===== config.mk =====
export PLATFORM = sky130hd
export DESIGN_NAME = raw_top
export DESIGN_NICKNAME = d
export VERILOG_FILES = /design/src/shared/raw_pkg.sv /design/src/rtl/raw_debounce.sv /design/src/rtl/raw_top.sv
export SDC_FILE = /design/constraint.sdc
export NUM_CORES = 1
export LEC_CHECK = 0
export BUFFER_PORTS_ARGS = -buffer_cell sky130_fd_sc_hd__buf_2
export CORE_MARGIN = 1.5
export CORE_UTILIZATION = 55
export CTS_BUF_LIST = sky130_fd_sc_hd__clkbuf_16
export DETAILED_ROUTE_END_ITERATION = 8
export PLACE_DENSITY = 0.73
export SYNTH_ARGS = -nofsm -noshare
export SYNTH_HDL_FRONTEND = slang
export SYNTH_SLANG_ARGS = --single-unit

===== constraint.sdc =====
create_clock -name core_clk -period 7 [get_ports core_clk]
set_clock_uncertainty 0.1 [all_clocks]
set_input_delay 0.35 -clock core_clk [delete_from_list [all_inputs] [get_ports core_clk]]
set_output_delay 0.35 -clock core_clk [all_outputs]
set_load 0.005 [all_outputs]

===== src/shared/raw_pkg.sv =====
package raw_pkg;
    // ---------------------------------------------------------------
    // Timing
    // ---------------------------------------------------------------
    localparam int unsigned CLK_HZ          = 250000000;
    localparam int unsigned TICK_NS         = 1000000;     // Millisecond prescaler base: 1 ms in ns
    localparam int unsigned CLK_PERIOD_NS   = 4;
    localparam int unsigned TICK_CYC        = TICK_NS / CLK_PERIOD_NS;
    localparam int unsigned MS_PER_SEC      = 1000;
    localparam int unsigned INT_30_S        = 30;
    localparam int unsigned INT_60_S        = 60;
    localparam int unsigned INT_90_S        = 90;
    localparam int unsigned DEBOUNCE_NS     = 10000000;    // 10 ms settle time
    localparam int unsigned DEBOUNCE_CYC    = (DEBOUNCE_NS + CLK_PERIOD_NS - 1) / CLK_PERIOD_NS;
    localparam int unsigned RESET_PULSE_NS  = 1000;
    localparam int unsigned RESET_PULSE_CYC = (RESET_PULSE_NS + CLK_PERIOD_NS - 1) / CLK_PERIOD_NS;
    localparam int unsigned CFG_W           = 8;
    localparam int unsigned CFG_WORDS       = 16;

    // ---------------------------------------------------------------
    // Codes
    // ---------------------------------------------------------------
    localparam logic [1:0] SEL_DISABLE = 2'h0;
    localparam logic [1:0] SEL_30      = 2'h1;
    localparam logic [1:0] SEL_60      = 2'h2;
    localparam logic [1:0] SEL_90      = 2'h3;

    typedef enum logic [1:0] {
        RAW_ROUTE_OPEN  = 2'h0,
        RAW_ROUTE_CHCK  = 2'h1,
        RAW_ROUTE_RESET = 2'h2
    } raw_route_t;

    typedef enum logic [3:0] {
        RAW_IDLE  = 4'h1,
        RAW_COUNT = 4'h2,
        RAW_FIRED = 4'h4,
        RAW_RST   = 4'h8
    } raw_state_t;

    // Watchdog configuration carried as one bundle
    typedef struct packed {
        logic [1:0] interval_sel;
        raw_route_t timeout_route_select;
    } raw_cfg_t;

    // Outgoing system events
    typedef struct packed {
        logic irq_rtc;
        logic io_chck_n;
        logic hard_reset;
    } raw_evt_t;
endpackage


===== src/rtl/raw_debounce.sv =====
`timescale 1ns/10ps
module raw_debounce
    import raw_pkg::*;
#(
    parameter int unsigned CYCLES = DEBOUNCE_CYC
) (
    input  wire logic core_clk,
    input  wire logic sys_rst,
    input  wire logic raw_n,
    output logic      clean_n
);
    // ---------------------------------------------------------------
    // Stable-level filter
    // ---------------------------------------------------------------
    logic [23:0] cnt_r;
    logic [23:0] cnt_nxt;
    logic        clean_r;
    logic        clean_nxt;

    // A level is accepted only after it has held for the full settle time
    always_comb begin
        cnt_nxt   = cnt_r;
        clean_nxt = clean_r;
        if (raw_n == clean_r) begin
            cnt_nxt = 24'h000000;
        end else if (cnt_r >= 24'(CYCLES - 1)) begin
            cnt_nxt   = 24'h000000;
            clean_nxt = raw_n;
        end else begin
            cnt_nxt = cnt_r + 24'h000001;
        end
    end

    // Rests released (high) so a power-up glitch cannot fire a reset
    always_ff @(posedge core_clk or posedge sys_rst) begin
        if (sys_rst) begin
            cnt_r   <= 24'h000000;
            clean_r <= 1'b1;
        end else begin
            cnt_r   <= cnt_nxt;
            clean_r <= clean_nxt;
        end
    end

    assign clean_n = clean_r;
endmodule


===== src/rtl/raw_top.sv =====
`timescale 1ns/10ps
module raw_top
    import raw_pkg::*;
#(
    parameter int unsigned TICK_CYCLES = TICK_CYC,
    parameter int unsigned DEB_CYCLES  = DEBOUNCE_CYC
) (
    input  wire logic               core_clk,
    input  wire logic               sys_rst,
    input  wire raw_cfg_t           cfg,
    input  wire logic               rearm,
    input  wire logic               alarm_clear,
    input  wire logic               reset_button_n,
    input  wire logic               keyboard_lock_input_n,
    input  wire logic               kbd_data_in,
    input  wire logic               kbd_valid_in,
    input  wire logic               cfg_wr,
    input  wire logic [3:0]         cfg_addr,
    input  wire logic [CFG_W-1:0]   cfg_wdata,
    input  wire logic               cfg_lost,
    input  wire logic [CFG_W-1:0]   nv_rdata,
    output logic                    alarm_out,
    output raw_evt_t                evt,
    output logic                    kbd_data_out,
    output logic                    kbd_valid_out,
    output logic [CFG_W-1:0]        cfg_rdata,
    output logic                    nv_wr,
    output logic                    nv_rd,
    output logic [3:0]              nv_addr,
    output logic [CFG_W-1:0]        nv_wdata,
    output logic                    restore_busy
);
    // ---------------------------------------------------------------
    // Manual reset debounce
    // ---------------------------------------------------------------
    logic btn_clean_n;

    raw_debounce #(
        .CYCLES (DEB_CYCLES)
    ) u_btn (
        .core_clk (core_clk),
        .sys_rst  (sys_rst),
        .raw_n    (reset_button_n),
        .clean_n  (btn_clean_n)
    );

    // ---------------------------------------------------------------
    // Alarm countdown
    // ---------------------------------------------------------------
    raw_state_t  st_r;
    raw_state_t  st_nxt;
    logic [17:0] pre_r;
    logic [17:0] pre_nxt;
    logic [16:0] ms_r;
    logic [16:0] ms_nxt;
    logic        alarm_r;
    logic        alarm_nxt;
    logic        btn_prev_r;
    logic        btn_prev_nxt;
    logic [7:0]  rst_cnt_r;
    logic [7:0]  rst_cnt_nxt;
    logic        chck_n_r;
    logic        chck_n_nxt;
    logic        hrst_r;
    logic        hrst_nxt;
    logic [16:0] load_ms;
    logic        btn_press;

    // Interval select to milliseconds; zero means the alarm never arms
    always_comb begin
        case (cfg.interval_sel)
            SEL_30:  load_ms = 17'(INT_30_S * MS_PER_SEC);
            SEL_60:  load_ms = 17'(INT_60_S * MS_PER_SEC);
            SEL_90:  load_ms = 17'(INT_90_S * MS_PER_SEC);
            default: load_ms = 17'h00000;
        endcase
    end

    assign btn_press = btn_prev_r & ~btn_clean_n;

    // Millisecond prescaler keeps the second counts narrow
    always_comb begin
        st_nxt       = st_r;
        pre_nxt      = pre_r;
        ms_nxt       = ms_r;
        alarm_nxt    = alarm_r;
        btn_prev_nxt = btn_clean_n;
        rst_cnt_nxt  = rst_cnt_r;
        chck_n_nxt   = chck_n_r;
        hrst_nxt     = hrst_r;
        // Service clears the alarm; a new expiry in that cycle still wins
        if (alarm_clear) begin
            alarm_nxt = 1'b0;
        end
        case (st_r)
            RAW_IDLE: begin
                if (rearm && load_ms != 17'h00000) begin
                    st_nxt  = RAW_COUNT;
                    pre_nxt = 18'h00000;
                    ms_nxt  = load_ms;
                end
            end
            RAW_COUNT: begin
                if (rearm) begin
                    pre_nxt = 18'h00000;
                    ms_nxt  = load_ms;
                    if (load_ms == 17'h00000) begin
                        st_nxt = RAW_IDLE;
                    end
                end else if (pre_r >= 18'(TICK_CYCLES - 1)) begin
                    pre_nxt = 18'h00000;
                    if (ms_r <= 17'h00001) begin
                        st_nxt    = RAW_FIRED;
                        alarm_nxt = 1'b1;
                    end else begin
                        ms_nxt = ms_r - 17'h00001;
                    end
                end else begin
                    pre_nxt = pre_r + 18'h00001;
                end
            end
            RAW_FIRED: begin
                // Route acts once per expiry; re-arm starts a fresh interval except on the reset route, which goes to RAW_RST
                case (cfg.timeout_route_select)
                    RAW_ROUTE_CHCK:  chck_n_nxt = 1'b0;
                    RAW_ROUTE_RESET: begin
                        st_nxt      = RAW_RST;
                        rst_cnt_nxt = 8'(RESET_PULSE_CYC);
                    end
                    default:         chck_n_nxt = 1'b1;
                endcase
                if (cfg.timeout_route_select != RAW_ROUTE_RESET) begin
                    st_nxt = rearm ? RAW_COUNT : RAW_IDLE;
                    pre_nxt = 18'h00000;
                    ms_nxt  = load_ms;
                    if (rearm && load_ms == 17'h00000) begin
                        st_nxt = RAW_IDLE;
                    end
                end
            end
            RAW_RST: begin
                if (rst_cnt_r <= 8'h01) begin
                    st_nxt      = RAW_IDLE;
                    rst_cnt_nxt = 8'h00;
                end else begin
                    rst_cnt_nxt = rst_cnt_r - 8'h01;
                end
            end
            default: st_nxt = RAW_IDLE;
        endcase
        // Channel check holds until the alarm is serviced
        if (alarm_clear && !(st_r == RAW_COUNT && alarm_nxt)) begin
            chck_n_nxt = 1'b1;
        end
        // Watchdog and button share one reset pulse shape
        if (btn_press && st_r != RAW_RST) begin
            st_nxt      = RAW_RST;
            rst_cnt_nxt = 8'(RESET_PULSE_CYC);
        end
        hrst_nxt = (st_nxt == RAW_RST);
    end

    always_ff @(posedge core_clk or posedge sys_rst) begin
        if (sys_rst) begin
            st_r       <= RAW_IDLE;
            pre_r      <= 18'h00000;
            ms_r       <= 17'h00000;
            alarm_r    <= 1'b0;
            btn_prev_r <= 1'b1;
            rst_cnt_r  <= 8'h00;
            chck_n_r   <= 1'b1;
            hrst_r     <= 1'b0;
        end else begin
            st_r       <= st_nxt;
            pre_r      <= pre_nxt;
            ms_r       <= ms_nxt;
            alarm_r    <= alarm_nxt;
            btn_prev_r <= btn_prev_nxt;
            rst_cnt_r  <= rst_cnt_nxt;
            chck_n_r   <= chck_n_nxt;
            hrst_r     <= hrst_nxt;
        end
    end

    assign alarm_out      = alarm_r;
    // Channel check is held active low in its flop so the pin needs no inverter
    assign evt = '{
        irq_rtc:    alarm_r,
        io_chck_n:  chck_n_r,
        hard_reset: hrst_r
    };

    // ---------------------------------------------------------------
    // Keyboard lock
    // ---------------------------------------------------------------
    logic kbd_data_r;
    logic kbd_data_nxt;
    logic kbd_valid_r;
    logic kbd_valid_nxt;

    // Lock gates the strobe only, so no partial byte leaks through
    always_comb begin
        kbd_data_nxt  = kbd_data_in;
        kbd_valid_nxt = kbd_valid_in & keyboard_lock_input_n;
    end

    always_ff @(posedge core_clk or posedge sys_rst) begin
        if (sys_rst) begin
            kbd_data_r  <= 1'b0;
            kbd_valid_r <= 1'b0;
        end else begin
            kbd_data_r  <= kbd_data_nxt;
            kbd_valid_r <= kbd_valid_nxt;
        end
    end

    assign kbd_data_out  = kbd_data_r;
    assign kbd_valid_out = kbd_valid_r;

    // ---------------------------------------------------------------
    // Configuration memory with nonvolatile mirror
    // ---------------------------------------------------------------
    logic [CFG_W-1:0] cfg_mem [CFG_WORDS];
    logic [CFG_W-1:0] rdata_r;
    logic             nv_wr_r;
    logic             nv_wr_nxt;
    logic             nv_rd_r;
    logic             nv_rd_nxt;
    logic [3:0]       nv_addr_r;
    logic [3:0]       nv_addr_nxt;
    logic [CFG_W-1:0] nv_wdata_r;
    logic [CFG_W-1:0] nv_wdata_nxt;
    logic             busy_r;
    logic             busy_nxt;
    logic             cap_r;
    logic             cap_nxt;

    // Writes outside a loss or restore are mirrored; a loss walks all words back one per two cycles
    always_comb begin
        nv_wr_nxt    = 1'b0;
        nv_rd_nxt    = 1'b0;
        nv_addr_nxt  = nv_addr_r;
        nv_wdata_nxt = nv_wdata_r;
        busy_nxt     = busy_r;
        cap_nxt      = 1'b0;
        if (busy_r) begin
            if (cap_r) begin
                if (nv_addr_r == 4'hF) begin
                    busy_nxt = 1'b0;
                end else begin
                    nv_addr_nxt = nv_addr_r + 4'h1;
                    nv_rd_nxt   = 1'b1;
                end
            end else begin
                cap_nxt = 1'b1;
            end
        end else if (cfg_lost) begin
            busy_nxt    = 1'b1;
            nv_addr_nxt = 4'h0;
            nv_rd_nxt   = 1'b1;
        end else if (cfg_wr) begin
            nv_wr_nxt    = 1'b1;
            nv_addr_nxt  = cfg_addr;
            nv_wdata_nxt = cfg_wdata;
        end
    end

    always_ff @(posedge core_clk or posedge sys_rst) begin
        if (sys_rst) begin
            nv_wr_r    <= 1'b0;
            nv_rd_r    <= 1'b0;
            nv_addr_r  <= 4'h0;
            nv_wdata_r <= 8'h00;
            busy_r     <= 1'b0;
            cap_r      <= 1'b0;
            rdata_r    <= 8'h00;
        end else begin
            nv_wr_r    <= nv_wr_nxt;
            nv_rd_r    <= nv_rd_nxt;
            nv_addr_r  <= nv_addr_nxt;
            nv_wdata_r <= nv_wdata_nxt;
            busy_r     <= busy_nxt;
            cap_r      <= cap_nxt;
            rdata_r    <= cfg_mem[cfg_addr];
        end
    end

    // Array kept out of reset so it maps onto plain RAM
    always_ff @(posedge core_clk) begin
        if (busy_r && cap_r) begin
            cfg_mem[nv_addr_r] <= nv_rdata;
        end else if (!busy_r && !cfg_lost && cfg_wr) begin
            cfg_mem[cfg_addr] <= cfg_wdata;
        end
    end

    assign cfg_rdata    = rdata_r;
    assign nv_wr        = nv_wr_r;
    assign nv_rd        = nv_rd_r;
    assign nv_addr      = nv_addr_r;
    assign nv_wdata     = nv_wdata_r;
    assign restore_busy = busy_r;
endmodule


==> metrics.log <==
INFO  metric crit_cells = 5
INFO  metric timing.max_slew.rel_slack = slightly below 30%
INFO  metric synth_top_cell_by_area = sky130_fd_sc_hd__edfxtp_1
INFO  metric first_iter_violations = 736
INFO  metric fin_crit = approximately 3.4 ns
INFO  metric min-delay-path-class = primary input to register
INFO  metric mapped_cell_area = 10230 sq um
INFO  metric globalplace.congestion = ~0.87
INFO  metric critical-path-top-delay-family = simple AND/OR/NAND/NOR gates
INFO  metric n_antenna_cell = 0
INFO  metric yosys_warnings = 0
INFO  metric grt_setup_unrepaired = false
INFO  metric design_power_total = 3.841 mW
INFO  metric worst_vdd_ir = 0.2546 mV
INFO  metric synth.avg_cell_area = 13.32 sq um
INFO  metric max_frequency = 0.2976 GHz
INFO  metric cts.clk_slew.worst_paths = 0.07 ns
INFO  metric detail_route.vias_per_cell = 6.120
INFO  metric num-fill-cells = 1304
INFO  metric crit_arrival = 3.43 ns
INFO  metric num_vias = 6659
INFO  metric tritoncts = built
INFO  metric chipHeight = 139.4 um
INFO  metric final-seq-area = 6401 sq um
INFO  metric globalRoute.totalOverflow = 0
INFO  metric clk-insertion-delay-late = approximately 0.54 ns
INFO  metric cpMostUsedCell = sky130_fd_sc_hd__nor2_1
INFO  metric boundaryPins = 63
INFO  metric fin_nets = 887
INFO  metric timing.critical_path.required = between 7 and 8 ns
INFO  metric synth-edff-count = approximately 130
INFO  metric route.detailed.drc = 1
INFO  metric h-tree-depth = 1
INFO  metric netlist.area_leader.share = 37.59%
INFO  metric synth_top_flop_cell = sky130_fd_sc_hd__edfxtp_1
INFO  metric synth_cell_type_count = 78
INFO  metric critical_path.startpoint = restore_busy
INFO  metric setup_tns = 0 ns
INFO  metric max_cap_viol_count = 0
INFO  metric multi_input_area = roughly 3600 sq um
INFO  metric core = roughly 18000 sq um
INFO  metric critical-path-slowest-cell = sky130_fd_sc_hd__nor2_1
INFO  metric worstReg2RegStart = restore_busy
INFO  metric tightest_slew = 1.063 ns
INFO  metric crit_end = cfg_mem[7][3]
INFO  metric die_area = 19420 sq um
INFO  metric grt_first_pass_wirelength = 36270 um
INFO  metric cts.sinks = 230
INFO  metric setup.worst_path.start_class = register
INFO  metric timing.rr.end = cfg_mem[7][3]
INFO  metric postCtsResizedCells = 0
INFO  metric post_route_cells_drive_above_1_share = 19.09%
INFO  metric critical_path.endpoint_type = register
INFO  metric routedWlPerCell = 20.27 um
INFO  metric powerDensity = 330.5 nW/um^2
INFO  metric crit_fanout = 26
INFO  metric hold_path.startpoint = reset_button_n
INFO  metric maximum_number_of_pins_on_one_net_before_global_route_repair = 57
INFO  metric via_count_of_the_first_global_routing_pass = 6754
INFO  metric area_growth = 13.63%
INFO  metric synth.cells.most_frequent = 128 x sky130_fd_sc_hd__edfxtp_1, 98 x sky130_fd_sc_hd__dfrtp_1, 87 x sky130_fd_sc_hd__nand2_1
INFO  metric wl = about 22000 um
INFO  metric report.final.slew_viol_count = 0
INFO  metric postSynthRegisterBits = 230
INFO  metric worst_r2r_path_depth = 5
INFO  metric cts_root_buffer = sky130_fd_sc_hd__clkbuf_16
INFO  metric run_status = finished with violations
INFO  metric max_stage_delay = roughly 0.65 ns
INFO  metric worstSetupPathType = register to register
INFO  metric yosysSeqAreaShare = 62.60%
INFO  metric post_layout_nonfiller_instances = 1088
INFO  metric final_count_of_hold_timing_violations = 0
INFO  metric post-synth-top-count-cell = sky130_fd_sc_hd__edfxtp_1
INFO  metric antenna_found_initial = 1
INFO  metric cp_num_buf_inv = 1
INFO  metric place.detailed.hpwl = 14180 um
INFO  metric starting_density_of_the_core = 56.54%
INFO  metric cts_made_buffers = 24
INFO  metric p_leak = roughly 4.4 nW
INFO  metric dr.pass1.iters = 7
INFO  metric ys_top_cells_by_area = sky130_fd_sc_hd__edfxtp_1 38%, sky130_fd_sc_hd__dfrtp_1 24%, sky130_fd_sc_hd__mux4_2 8.8%
INFO  metric clock_path_buffers = 3
INFO  metric finalSetupViolCount = 0
INFO  metric post-route-period-util = roughly 48%
INFO  metric place_inst = 1030
INFO  metric row_count = 49
INFO  metric path_cells = nor2_1 -> nand2_1 -> inv_1 -> a32oi_1 -> nor2_1
INFO  metric ys_async_sr_fraction = 44.35%
INFO  metric timing.reg2reg.setup_slack = about 3.6 ns
INFO  metric drtAntennaViolNets = 0
INFO  metric gr-usage-all-layers = 23.81%
INFO  metric syn-instance-count = approximately 770
INFO  metric dieWidth = 139.4 um
INFO  metric number_of_input_and_output_port_buffers_inserted = 62
INFO  metric failing_checks = design-rule violations
==> layout make-up <==
type / count / area share (%)
well taps: 229 / 2.466
clock buffers: 24 / 5.169
inverters: 20 / 0.6676
flip-flops and latches: 230 / 55.09
clock inverters: 20 / 1.949
multi-input cells: 487 / 30.66
repair buffers: 78 / 4.006
==> power by group <==
| group | total [mW] | switching (mW) | internal [mW] |
|---|---|---|---|
| registers | 1.81 | 0.148 | 1.66 |
| logic | 0.727 | 0.451 | 0.275 |
| clock network | 1.31 | 0.528 | 0.778 |
| total | 3.84 | 1.13 | 2.71 |
==> through the flow <==
step	instance area, sq um	hold WS [ns]	setup WS (ns)	utilization (%)
global placement	10650	0.2773	3.826	58.90
global route	11620	0.01618	3.250	64.25
detailed placement	10650	0.2801	3.654	58.90
floorplan	10230	0.2688	3.881	-
CTS	11620	0.009291	3.672	64.25
finish	11620	0.02099	3.640	64.25
==> worst min-delay path by stage <==
stage / end / slack (ns) / cells after the start
detailed placement: btn_prev_r / 0.28 / 0
global route: u_btn.clean_n / 0.02 / 2
finish: u_btn.clean_n / 0.02 / 2
floorplan: btn_prev_r / 0.27 / 0
global placement: btn_prev_r / 0.28 / 0
CTS: u_btn.clean_n / 0.009 / 2
==> state kept, by name (all words and copies together), names as in the netlist, 4 cells and up <==
| register | flops |
|---|---|
| cfg_mem | 128 |
| nv_wdata | 8 |
| rst_cnt_r | 8 |
| nv_addr | 4 |
| pre_r | 18 |
| u_btn.cnt_r | 24 |
| st_r | 4 |
| ms_r | 17 |
| cfg_rdata | 8 |
==> cell families after synthesis <==
family | Yosys count | synth area share, %
buffers and inverters | 52 | 2.606
AND/OR/NAND/NOR | 289 | 14.19
multiplexers | 44 | 9.238
other | 1 | 0.03667
AO/OA/AOI/OAI | 109 | 7.207
flip-flops | 230 | 62.60
adder cells (fa/ha/maj) | 12 | 1.468
XOR/XNOR | 31 | 2.655
==> layout by cell type (no fill, tap or decap), types with 7 or more instances in the layout <==
cell type,instances
sky130_fd_sc_hd__edfxtp_1,128
sky130_fd_sc_hd__dfrtp_1,98
sky130_fd_sc_hd__nand2_1,87
sky130_fd_sc_hd__nor2_1,82
sky130_fd_sc_hd__buf_2,62
sky130_fd_sc_hd__mux4_2,40
sky130_fd_sc_hd__nand3_1,24
sky130_fd_sc_hd__o21ai_0,24
sky130_fd_sc_hd__clkbuf_16,24
sky130_fd_sc_hd__inv_1,20
sky130_fd_sc_hd__xor2_1,17
sky130_fd_sc_hd__a21oi_1,16
sky130_fd_sc_hd__a31oi_1,15
sky130_fd_sc_hd__xnor2_1,14
sky130_fd_sc_hd__dlygate4sd3_1,14
sky130_fd_sc_hd__nor3_1,13
sky130_fd_sc_hd__ha_1,12
sky130_fd_sc_hd__nor4_1,9
sky130_fd_sc_hd__nand2b_1,8
sky130_fd_sc_hd__or3_1,8
sky130_fd_sc_hd__and3_1,8
sky130_fd_sc_hd__nand4_1,7
sky130_fd_sc_hd__clkinv_1,7
==> worst register-to-register path, delay by kind of cell (launching register included) <==
| family | cells | cell delay, ns |
|---|---|---|
| buf+inv | 1 | 0.48 |
| simple gates | 3 | 1.63 |
| flops | 1 | 0.49 |
| compound gates | 1 | 0.28 |
==> what timing repair did <==
action,in CTS,in global routing
endpoints found under the setup margin,0,0
setup buffers,0,0
hold buffers,14,0
endpoints found under the hold margin,56,0
==> routing by layer <==
metal | global-route usage (%) | up-vias | routed length, um
met2 | 39.49 | 264 | 10750
met1 | 31.70 | 3312 | 9081
met4 | 9.798 | 0 | 888
met5 | 0 | - | 0
met3 | 3.751 | 55 | 1336
li1 | - | 3028 | -
Power figures use the tool's default switching activity.
